===== config.mk =====
export PLATFORM = sky130hd
export DESIGN_NAME = ctu_ctrl
export DESIGN_NICKNAME = d
export VERILOG_FILES = /design/src/hw/ctu_pkg.sv /design/src/hw/ctu_edge_if.sv /design/src/hw/ctu_ctrl.sv /design/src/hw/ctu_edge_det.sv /design/src/hw/ctu_sync.sv
export VERILOG_INCLUDE_DIRS = /design/src /design/src/hw
export SDC_FILE = /design/constraint.sdc
export NUM_CORES = 1
export LEC_CHECK = 0
export BUFFER_PORTS_ARGS = -buffer_cell sky130_fd_sc_hd__buf_2
export CORE_MARGIN = 2
export CORE_UTILIZATION = 39
export CTS_CLUSTER_DIAMETER = 50
export DETAILED_ROUTE_END_ITERATION = 7
export PLACE_DENSITY_LB_ADDON = 0.15
export SLEW_MARGIN = 40
export SYNTH_ARGS = -nofsm -noshare
export SYNTH_HDL_FRONTEND = slang
export SYNTH_SLANG_ARGS = --single-unit

===== constraint.sdc =====
create_clock -name core_clk_i -period 3.46 [get_ports core_clk_i]
set_clock_uncertainty 0.1 [all_clocks]
set_input_delay 0.346 -clock core_clk_i [delete_from_list [all_inputs] [get_ports core_clk_i]]
set_output_delay 0.346 -clock core_clk_i [all_outputs]
set_load 0.02 [all_outputs]

===== src/hw/ctu_defs.svh =====
`ifndef CTU_DEFS_SVH
`define CTU_DEFS_SVH
`define CTU_CTRL_OFF 12'h000
`define CTU_STAT_OFF 12'h004
`define CTU_CLR_OFF 12'h008
`define CTU_IEN_OFF 12'h00C
`define CTU_E1MOD_BIT 31
`define CTU_E1POL_BIT 30
`define CTU_E1SEL_HI 29
`define CTU_E1SEL_LO 26
`define CTU_E2STAT_BIT 25
`define CTU_E1STAT_BIT 24
`define CTU_E2MOD_BIT 23
`define CTU_E2POL_BIT 22
`define CTU_E2SEL_HI 21
`define CTU_E2SEL_LO 18
`define CTU_ON_BIT 15
`define CTU_PULSE_DELAY_ENABLE_BIT 12
`define CTU_EDGEN_BIT 11
`define CTU_DIS_BIT 9
`define CTU_CTRL_MASK 32'hFFFCBFFF
`define CTU_CTRL_RST 32'h00000000
`define CTU_SEL_C2 4'hE
`define CTU_NUM_EVT 2
`endif


===== src/hw/ctu_pkg.sv =====
package ctu_pkg;
	typedef enum logic [1:0] {
		CTU_IDLE = 2'b00,
		CTU_ACCESS = 2'b01
	} ctu_bus_st_t;
	typedef struct packed {
		logic mode;
		logic pol;
		logic [3:0] sel;
	} ctu_edge_cfg_t;
endpackage : ctu_pkg


===== src/hw/ctu_edge_if.sv =====
`timescale 1ns/10ps
interface ctu_edge_if;
	ctu_pkg::ctu_edge_cfg_t cfg;
	logic [15:0] src;
	logic hit;
	modport ctl(output cfg, output src, input hit);
	modport det(input cfg, input src, output hit);
endinterface : ctu_edge_if


===== src/hw/ctu_ctrl.sv =====
// The APB register port and the placing of the registers were left to the implementer.
`timescale 1ns/10ps
`include "ctu_defs.svh"
module ctu_ctrl (
	input wire logic core_clk_i,
	input wire logic sys_rst_i,
	input wire logic psel,
	input wire logic penable,
	input wire logic pwrite,
	input wire logic [11:0] paddr,
	input wire logic [31:0] pwdata,
	output logic [31:0] prdata,
	output logic pready,
	output logic pslverr,
	input wire logic [2:0] comparator_out_i,
	input wire logic [2:0] capture_event_i,
	input wire logic compare_channel_one_event_i,
	input wire logic timer_one_event_i,
	input wire logic [7:0] edge_input_pin_i,
	output logic adc_cap_discharge_o,
	output logic edge_one_occurred_o,
	output logic edge_two_occurred_o,
	output logic irq_o
);
	logic [31:0] ctrl_ff;
	logic [1:0] stat_ff;
	logic [1:0] ien_ff;
	logic [31:0] prdata_ff;
	logic pready_ff;
	logic pslverr_ff;
	logic dis_ff;
	logic irq_ff;
	logic [15:0] raw_src;
	logic [15:0] pin_sync;
	logic [15:0] src_vec;
	logic e1_hit;
	logic e2_hit;
	logic wr_acc;
	logic rd_acc;
	logic [1:0] nxt_stat;
	logic [1:0] nxt_ien;
	logic [1:0] warm_ff;
	ctu_edge_if e1_if();
	ctu_edge_if e2_if();

	// pins and comparators are asynchronous; event inputs are on-clock
	assign raw_src = {comparator_out_i, 3'h0, edge_input_pin_i, 2'h0};
	ctu_sync u_sync (
		.core_clk_i(core_clk_i),
		.sys_rst_i(sys_rst_i),
		.d_i(raw_src),
		.q_o(pin_sync)
	);
	always_comb begin
		src_vec = pin_sync;
		src_vec[12:10] = capture_event_i;
		src_vec[3] = edge_input_pin_sync(pin_sync, 0);
		src_vec[2] = edge_input_pin_sync(pin_sync, 1);
		src_vec[1] = compare_channel_one_event_i;
		src_vec[0] = timer_one_event_i;
	end

	// code 0011 is pin 1 and 0010 pin 2, so pins 1 and 2 swap positions
	function automatic logic edge_input_pin_sync(input logic [15:0] v, input int idx);
		edge_input_pin_sync = (idx == 0) ? v[2] : v[3];
	endfunction : edge_input_pin_sync

	function automatic ctu_pkg::ctu_edge_cfg_t cfg_of(input logic [31:0] r, input logic two);
		ctu_pkg::ctu_edge_cfg_t c;
		if (two) begin
			c = {r[`CTU_E2MOD_BIT], r[`CTU_E2POL_BIT], r[`CTU_E2SEL_HI:`CTU_E2SEL_LO]};
		end else begin
			c = {r[`CTU_E1MOD_BIT], r[`CTU_E1POL_BIT], r[`CTU_E1SEL_HI:`CTU_E1SEL_LO]};
		end
		cfg_of = c;
	endfunction : cfg_of

	assign e1_if.cfg = cfg_of(ctrl_ff, 1'b0);
	assign e1_if.src = src_vec;
	assign e2_if.cfg = cfg_of(ctrl_ff, 1'b1);
	assign e2_if.src = src_vec;
	ctu_edge_det u_e1 (
		.core_clk_i(core_clk_i),
		.sys_rst_i(sys_rst_i),
		.eif(e1_if)
	);
	ctu_edge_det u_e2 (
		.core_clk_i(core_clk_i),
		.sys_rst_i(sys_rst_i),
		.eif(e2_if)
	);
	assign e1_hit = e1_if.hit & ctrl_ff[`CTU_ON_BIT] & ctrl_ff[`CTU_EDGEN_BIT];
	assign e2_hit = e2_if.hit & ctrl_ff[`CTU_ON_BIT] & ctrl_ff[`CTU_EDGEN_BIT];

	assign wr_acc = psel & penable & pwrite;
	assign rd_acc = psel & ~penable & ~pwrite;

	// control word; hardware set of status bits wins over a software write
	always_ff @(posedge core_clk_i or posedge sys_rst_i) begin
		if (sys_rst_i) begin
			ctrl_ff <= `CTU_CTRL_RST;
		end else begin
			if (wr_acc && paddr == `CTU_CTRL_OFF) begin
				ctrl_ff <= pwdata & `CTU_CTRL_MASK;
			end
			if (e2_hit) begin
				ctrl_ff[`CTU_E2STAT_BIT] <= 1'b1;
			end
			if (e1_hit) begin
				ctrl_ff[`CTU_E1STAT_BIT] <= 1'b1;
			end
		end
	end

	// sticky interrupt status, set beats clear
	always_comb begin
		nxt_stat = stat_ff;
		if (wr_acc && paddr == `CTU_CLR_OFF) begin
			nxt_stat = stat_ff & ~pwdata[`CTU_NUM_EVT-1:0];
		end
		nxt_stat = nxt_stat | {e2_hit, e1_hit};
	end
	always_ff @(posedge core_clk_i or posedge sys_rst_i) begin
		if (sys_rst_i) begin
			stat_ff <= 2'h0;
		end else begin
			stat_ff <= nxt_stat;
		end
	end
	always_comb begin
		nxt_ien = ien_ff;
		if (wr_acc && paddr == `CTU_IEN_OFF) begin
			nxt_ien = pwdata[`CTU_NUM_EVT-1:0];
		end
	end
	always_ff @(posedge core_clk_i or posedge sys_rst_i) begin
		if (sys_rst_i) begin
			ien_ff <= 2'h0;
		end else begin
			ien_ff <= nxt_ien;
		end
	end
	// next-state mask too, so enabling or masking takes effect with the write
	always_ff @(posedge core_clk_i or posedge sys_rst_i) begin
		if (sys_rst_i) begin
			irq_ff <= 1'b0;
		end else begin
			irq_ff <= |(nxt_stat & nxt_ien);
		end
	end

	// sync pipe still holds reset zeros for two edges after release
	always_ff @(posedge core_clk_i or posedge sys_rst_i) begin
		if (sys_rst_i) begin
			warm_ff <= 2'h0;
		end else if (warm_ff != 2'h3) begin
			warm_ff <= warm_ff + 2'h1;
		end
	end

	// discharge only by software request; no hidden per-conversion discharge
	always_ff @(posedge core_clk_i or posedge sys_rst_i) begin
		if (sys_rst_i) begin
			dis_ff <= 1'b0;
		end else begin
			dis_ff <= ctrl_ff[`CTU_DIS_BIT];
		end
	end

	// no wait state: read data is prepared in setup, pready in access
	always_ff @(posedge core_clk_i or posedge sys_rst_i) begin
		if (sys_rst_i) begin
			prdata_ff <= 32'h00000000;
			pready_ff <= 1'b0;
			pslverr_ff <= 1'b0;
		end else begin
			pready_ff <= psel & ~penable;
			pslverr_ff <= 1'b0;
			if (psel & ~penable) begin
				if (!(paddr == `CTU_CTRL_OFF || paddr == `CTU_STAT_OFF ||
					paddr == `CTU_CLR_OFF || paddr == `CTU_IEN_OFF)) begin
					pslverr_ff <= 1'b1;
				end
			end
			if (rd_acc) begin
				if (paddr == `CTU_CTRL_OFF) begin
					prdata_ff <= ctrl_ff;
				end else if (paddr == `CTU_STAT_OFF) begin
					prdata_ff <= {30'h0, stat_ff};
				end else if (paddr == `CTU_IEN_OFF) begin
					prdata_ff <= {30'h0, ien_ff};
				end else begin
					prdata_ff <= 32'h00000000;
				end
			end
		end
	end

	assign prdata = prdata_ff;
	assign pready = pready_ff;
	assign pslverr = pslverr_ff;
	assign adc_cap_discharge_o = dis_ff;
	assign edge_one_occurred_o = ctrl_ff[`CTU_E1STAT_BIT];
	assign edge_two_occurred_o = ctrl_ff[`CTU_E2STAT_BIT];
	assign irq_o = irq_ff;

	property p_e2_set;
		@(posedge core_clk_i) disable iff (sys_rst_i)
		e2_hit |=> ctrl_ff[`CTU_E2STAT_BIT];
	endproperty
	e2_status_set_a: assert property (p_e2_set) else $error("edge two flag not set");
	e1_status_set_a: assert property (@(posedge core_clk_i) disable iff (sys_rst_i)
		e1_hit |=> ctrl_ff[`CTU_E1STAT_BIT] && stat_ff[0]) else $error("edge one not recorded");
	discharge_follow_a: assert property (@(posedge core_clk_i) disable iff (sys_rst_i)
		adc_cap_discharge_o == $past(ctrl_ff[`CTU_DIS_BIT])) else $error("discharge mismatch");
	no_auto_dis_a: assert property (@(posedge core_clk_i) disable iff (sys_rst_i)
		!ctrl_ff[`CTU_DIS_BIT] ##1 !ctrl_ff[`CTU_DIS_BIT] |-> !adc_cap_discharge_o)
		else $error("unrequested discharge");
	edge_pos_a: assert property (@(posedge core_clk_i) disable iff (sys_rst_i)
		e1_if.cfg.mode && e1_if.cfg.pol && e1_if.hit |-> !$past(src_vec[e1_if.cfg.sel]))
		else $error("rising edge without low before");
	level_hit_a: assert property (@(posedge core_clk_i) disable iff (sys_rst_i)
		!e1_if.cfg.mode |-> e1_if.hit == (src_vec[e1_if.cfg.sel] == e1_if.cfg.pol))
		else $error("level sensing wrong");
	sel_c2_a: assert property (@(posedge core_clk_i) disable iff (sys_rst_i)
		warm_ff[1] && e2_if.cfg.sel == `CTU_SEL_C2 |->
		e2_if.src[e2_if.cfg.sel] == $past(comparator_out_i[1], 2))
		else $error("comparator two misrouted");
	pin_map_a: assert property (@(posedge core_clk_i) disable iff (sys_rst_i)
		warm_ff[1] |-> src_vec[3] == $past(edge_input_pin_i[0], 2) &&
		src_vec[2] == $past(edge_input_pin_i[1], 2) &&
		src_vec[9] == $past(edge_input_pin_i[7], 2) && src_vec[0] == timer_one_event_i)
		else $error("pin map wrong");
	irq_level_a: assert property (@(posedge core_clk_i) disable iff (sys_rst_i)
		|(stat_ff & ien_ff) |-> irq_o) else $error("irq missing");
	irq_quiet_a: assert property (@(posedge core_clk_i) disable iff (sys_rst_i)
		!(|(stat_ff & ien_ff)) |-> !irq_o) else $error("irq without enabled status");
	e2_fall_a: assert property (@(posedge core_clk_i) disable iff (sys_rst_i)
		e2_if.cfg.mode && !e2_if.cfg.pol && e2_if.hit |-> $past(e2_if.src[e2_if.cfg.sel]))
		else $error("edge two fall without high before");
	ready_pulse_a: assert property (@(posedge core_clk_i) disable iff (sys_rst_i)
		pready |=> !pready) else $error("ready longer than one cycle");
	cover property (@(posedge core_clk_i) e2_hit);
	cover property (@(posedge core_clk_i) e1_hit && e1_if.cfg.mode);
	cover property (@(posedge core_clk_i) adc_cap_discharge_o);
	cover property (@(posedge core_clk_i) irq_o);
endmodule : ctu_ctrl


===== src/hw/ctu_edge_det.sv =====
`timescale 1ns/10ps
`include "ctu_defs.svh"
module ctu_edge_det (
	input wire logic core_clk_i,
	input wire logic sys_rst_i,
	ctu_edge_if.det eif
);
	logic cur;
	logic prev_ff;
	always_comb begin
		cur = eif.src[eif.cfg.sel];
	end
	always_ff @(posedge core_clk_i or posedge sys_rst_i) begin
		if (sys_rst_i) begin
			prev_ff <= 1'b0;
		end else begin
			prev_ff <= cur;
		end
	end
	// edge mode fires once per transition; level mode fires every active cycle
	always_comb begin
		if (eif.cfg.mode) begin
			eif.hit = eif.cfg.pol ? (cur & ~prev_ff) : (~cur & prev_ff);
		end else begin
			eif.hit = eif.cfg.pol ? cur : ~cur;
		end
	end
endmodule : ctu_edge_det


===== src/hw/ctu_sync.sv =====
`timescale 1ns/10ps
module ctu_sync (
	input wire logic core_clk_i,
	input wire logic sys_rst_i,
	input wire logic [15:0] d_i,
	output logic [15:0] q_o
);
	logic [15:0] s1_ff;
	logic [15:0] s2_ff;
	always_ff @(posedge core_clk_i or posedge sys_rst_i) begin
		if (sys_rst_i) begin
			s1_ff <= 16'h0000;
			s2_ff <= 16'h0000;
		end else begin
			s1_ff <= d_i;
			s2_ff <= s1_ff;
		end
	end
	assign q_o = s2_ff;
endmodule : ctu_sync


Word level (Yosys, flattened, before mapping)
Cells that the tools add are included.
Widths: inputs -> output; s select.
{"block": "totals", "out_inout_bits": 38, "wordCells": 71, "register_bits": 93}
{"block": "classes", "reduce_logical": 10, "mux": 20, "eq_ne": 3, "magnitude_cmp": 2, "n_bitwise": 22}
{"cell": "$mux 32", "n": 1}
{"cell": "$mux 26", "n": 1}
{"cell": "$eq 12x4->1 const B", "n": 2}
{"cell": "$and 1x1->1", "n": 12}
{"cell": "$eq 12x3->1 const B", "n": 1}
{"cell": "$logic_not 12->1", "n": 1}
{"cell": "$mux 1", "n": 12}
{"cell": "$lt 4x5->1 const B", "n": 2}
{"cell": "$bmux 1 s4", "n": 2}
{"cell": "$mux 2", "n": 4}
{"cell": "$not 1->1", "n": 6}
{"cell": "$and 2x2->2", "n": 2}
{"cell": "$reduce_bool 2->1", "n": 2}
{"cell": "$logic_and 1x1->1", "n": 3}
{"cell": "$logic_or 1x1->1", "n": 3}
{"cell": "$not 2->2", "n": 1}
{"cell": "$or 2x2->2", "n": 1}
{"cell": "$reduce_or 2->1", "n": 1}

Depth between registers and ports, before layout
{"block": "logic_depth", "depth_word": 11, "depth_mapped": 6}

By module
Synthesis repeated with hierarchy kept, for this count alone.
{"block": "unflattened", "cells_unflattened": 295, "hier_area_um2": 4016.4}
{"mod": "ctu_ctrl", "cells_per_inst": 240, "instances": 1, "area_each_um2": 2836.5}
{"mod": "ctu_sync", "cells_per_inst": 33, "instances": 1, "area_each_um2": 804.5}
{"mod": "ctu_edge_det", "cells_per_inst": 11, "instances": 2, "area_each_um2": 187.7}

Worst setup path before layout
Ideal clock, no wire load.
{"block": "synth_path", "path_type": "flip-flop to flip-flop", "start": "register ctrl_ff[18]", "end": "register irq_ff, in the netlist irq_o", "stages_incl_launch_ff": 7, "synth_period_minus_slack_ns": 2.223, "n_path_buf": 1, "t_arrival_ns": 2.002, "setup_ns": 0.121, "setup_slack_ns": 1.237, "t_required_ns": 3.239, "path_cell_list": "dfrtp_1 -> buf_6 -> mux4_2 -> mux4_2 -> xnor2_2 -> a22o_4 -> a22o_1"}
{"block": "synth_via", "elab_chain_len": 11}
{"item": "start, declared", "line": "ctu_ctrl.sv:25", "source": "logic [31:0] ctrl_ff;"}
{"item": "start signal, assigned", "line": "ctu_ctrl.sv:101", "source": "ctrl_ff <= `CTU_CTRL_RST;"}
{"item": "start signal, assigned", "line": "ctu_ctrl.sv:104", "source": "ctrl_ff <= pwdata & `CTU_CTRL_MASK;"}
{"item": "$bmux 1 s4 *", "line": "ctu_edge_det.sv:11", "source": "cur = eif.src[eif.cfg.sel];"}
{"item": "$mux 1 (implied by the code) *", "line": "ctu_edge_det.sv:11"}
{"item": "via u_e2.cur", "line": "ctu_edge_det.sv:8", "source": "logic cur;"}
{"item": "$not 1->1", "line": "ctu_edge_det.sv:23, ctu_edge_det.sv:25"}
{"item": "$and 1x1->1", "line": "ctu_edge_det.sv:23", "source": "eif.hit = eif.cfg.pol ? (cur & ~prev_ff) : (~cur & prev_ff);"}
{"item": "$mux 1", "line": "ctu_edge_det.sv:23"}
{"item": "$mux 1 *", "line": "ctu_edge_det.sv:22", "source": "if (eif.cfg.mode) begin"}
{"item": "$and 1x1->1 * (2 in a row)", "line": "ctu_ctrl.sv:93", "source": "assign e2_hit = e2_if.hit & ctrl_ff[`CTU_ON_BIT] & ctrl_ff[`CTU_EDGEN_BIT];"}
{"item": "$or 2x2->2 *", "line": "ctu_ctrl.sv:121", "source": "nxt_stat = nxt_stat | {e2_hit, e1_hit};"}
{"item": "via nxt_stat[1]", "line": "ctu_ctrl.sv:40", "source": "logic [1:0] nxt_stat;"}
{"item": "$and 2x2->2 *", "line": "ctu_ctrl.sv:148", "source": "irq_ff <= |(nxt_stat & nxt_ien);"}
{"item": "$reduce_or 2->1 *", "line": "ctu_ctrl.sv:148"}
{"item": "end signal, assigned", "line": "ctu_ctrl.sv:148"}
{"item": "end, declared", "line": "ctu_ctrl.sv:32", "source": "logic irq_ff;"}
Mark *: on every way through the listed nets, which the timed path passes. The rest lies on a longest branch. The select of a mux whose other input is x is not followed.
A chain may end at the register's enable or synchronous reset.

Worst setup path after layout
Same ends and word-level chain as after synthesis.

==> flow_metrics.tcl <==
set metrics [dict create \
    status "finished, final reports clean" \
    grt.overflow.total 0 \
    synth.most_common_cell "dfrtp_1" \
    cp-endpoint "irq_o" \
    initial_core_util 0.399 \
    fin_crit_sh 0.704 \
    postCtsSetupBuffers 0 \
    synth_area_mm2 0.00347 \
    crit_top_cell "mux4_2" \
    grt_util_all_layers 0.154 \
    clkSinkCount 90 \
    viasPerCell 4.92 \
    synth_common_cells "dfrtp_1 (90), a22o_1 (27), mux2_2 (22)" \
    rsz0062_at_grt "no" \
    cp_num_cells 5 \
    dr.pass1.iters 4 \
    finalSetupViolations 0 \
    synth-edff-count 0 \
    r2r_cells 5 \
    io-pin-count 103 \
    ctsResizeCount 0 \
    synth_top_cell_by_area "dfrtp_1" \
    reg2reg_from "ctrl_ff[18]" \
    synth_warnings 0 \
    startpoint_type "flop" \
    antenna_found_initial 0 \
    num_vias 2207 \
    cp-startpoint "ctrl_ff[18]" \
    drtIter0Drc 68 \
    cts_tree "built" \
    grt_pass1_wl_um 11500 \
    setup_tns_ns 0 \
    hold_viol 0 \
    wl_per_cell_um 15.5 \
    gp_congestion 0.745 \
    cp.required_ns 3.60 \
    min_path_type "input pin to flop" \
    critPathMaxStageDelay_ns 0.54 \
    core_area_mm2 0.00868 \
    synthFlopType "dfrtp_1" \
    synthTopCellsByArea "dfrtp_1 (65%), mux2_2 (7.1%), a22o_1 (6.8%), mux4_2 (5.8%), mux2_1 (1.9%)" \
    vdd_drop_max_mv 0.228 \
    die_y_um 98.3 \
    syn2layout_area_growth_pct 26.0 \
    worstMarginPinSlew_ns 0.542 \
    grt_pass1_vias 2299 \
    cts_made_buffers 9 \
    ys_seq_area_frac 0.650 \
    cp_num_buf_inv 0 \
    syn_area_per_cell_um2 15.3 \
    max_cap_violations 0 \
    relSlewSlack 0.636 \
    postSynthCellCount 226 \
    max_freq_ghz 0.411 \
    yosysUniqueCellTypes 37 \
    power_density_mw_per_mm2 427 \
    whs_ns 0.0931 \
    final_util 0.503 \
    crit_chain "mux4_2 -> mux4_2 -> xnor2_2 -> a22o_4 -> a22o_1" \
    p_leak_nw 2.24 \
    ys_async_sr_fraction 1.00 \
    die_area_mm2 0.00966 \
    port_buffers 96 \
    worstSkewPairLatency_ns 0.35 \
    cts-root-buf "clkbuf_8" \
    worstSetupEndpointType "flop" \
    reg2reg_slack_ns 1.03 \
    wl_um 6940 \
    fin_crit_ns 2.43 \
    antenna_cells 0 \
    min-delay-start "pwdata[30]" \
    critPathMaxFanout 6 \
    ys_ff_latch 90 \
    drc_errors 0 \
    cts_buffer_depth 2 \
    critPathArrivalTime_ns 2.57 \
    cp_top_family "multiplexers" \
    crit_path_top_delay_cell "dfrtp_1" \
    dieWidth_um 98.3 \
    r2r_end "irq_o" \
    criticalPathCategory "flop to flop" \
    rows 34 \
    drive_gt1_frac 0.452 \
    finalMaxSlewViolations 0 \
    grt_max_degree 49 \
    path_clk_slew_ns 0.09 \
    cts_max_level 3 \
    hpwl_um 4750 \
    yosys.area.top_type_share 0.650 \
    antenna_left 0 \
    cts_hold_buf 12 \
    nNetsFinal 401 \
]
## power by group
group          leakage (nW)  switching (W)  internal [W]
registers              1.19     0.00000572       0.00107
logic                 0.951      0.0000530     0.0000482
clock network        0.0954       0.000361      0.000332
## final cells by class
class | count | area [um2]
fillers | 816 | 4310
well taps | 108 | 135
flip-flops and latches | 90 | 2250
clock inverters | 7 | 68.8
clock buffers | 9 | 124
repair buffers | 113 | 638
inverters | 4 | 20.0
multi-input cells | 118 | 1130
## state kept, by name, indices dropped and copies added, names as in the netlist
register             cells
ctrl_ff                 29
ien_ff                   2
u_e2.prev_ff             1
stat_ff                  2
u_sync.s1_ff            11
irq_o                    1
prdata                  29
u_sync.q_o              11
pslverr                  1
adc_cap_discharge_o      1
pready                   1
u_e1.prev_ff             1
## per-stage QoR
| step | cells | power (W) | setup slack (ns) | area [um2] |
|---|---|---|---|---|
| 4_1_cts | 449 | 0.00190 | 0.993 | 4370 |
| 3_3_place_gp | 421 | 0.00119 | 0.923 | 4050 |
| 5_1_grt | 449 | 0.00196 | 0.926 | 4370 |
| 3_5_place_dp | 421 | 0.00119 | 0.922 | 4060 |
| 6_report | 449 | 0.00187 | 1.03 | 4370 |
| 2_1_floorplan | 228 | 0.00114 | 0.679 | 3470 |
## placed cells by master, fill, tap and decap left out, types with 5 or more instances in the layout
cell	n
nand2_1	5
nor2_1	7
a22o_1	27
mux4_2	9
mux2_2	22
dfrtp_1	90
mux2_1	6
clkbuf_8	9
buf_2	96
buf_4	5
dlygate4sd3_1	12
## cell families after synthesis
kind of cell | Yosys count | share of synthesized area
buf+inv | 20 | 0.0289
xor+xnor | 2 | 0.00722
compound gates | 41 | 0.100
other cells | 1 | 0.00108
simple gates | 32 | 0.0549
flops | 90 | 0.650
mux | 40 | 0.158
## worst min-delay path by stage
stage,to,slack (ns),cells after the start
2_1_floorplan,u_sync.q_o[13],0.23,0
3_3_place_gp,u_sync.q_o[6],0.23,0
3_5_place_dp,u_sync.q_o[3],0.23,0
4_1_cts,ctrl_ff[30],0.08,3
5_1_grt,ctrl_ff[4],0.09,2
6_report,ctrl_ff[30],0.09,3
## worst min-delay path: cells and delay by family
family                 cells  cell delay, ns
buffers and inverters      1            0.08
and+or+nand+nor            1            0.03
AOI/OAI and AO/OA          1            0.06
## per-layer routing
layer / global-route usage / part of all wire / up-vias / wire [um]
met5: 0 / 0 / - / 0
met4: 0.0685 / 0.022 / 0 / 154
met3: 0.0372 / 0.056 / 12 / 386
met2: 0.231 / 0.45 / 68 / 3140
met1: 0.214 / 0.47 / 1076 / 3270
li1: - / - / 1051 / -
No activity file was read; power rests on OpenSTA's default activity.
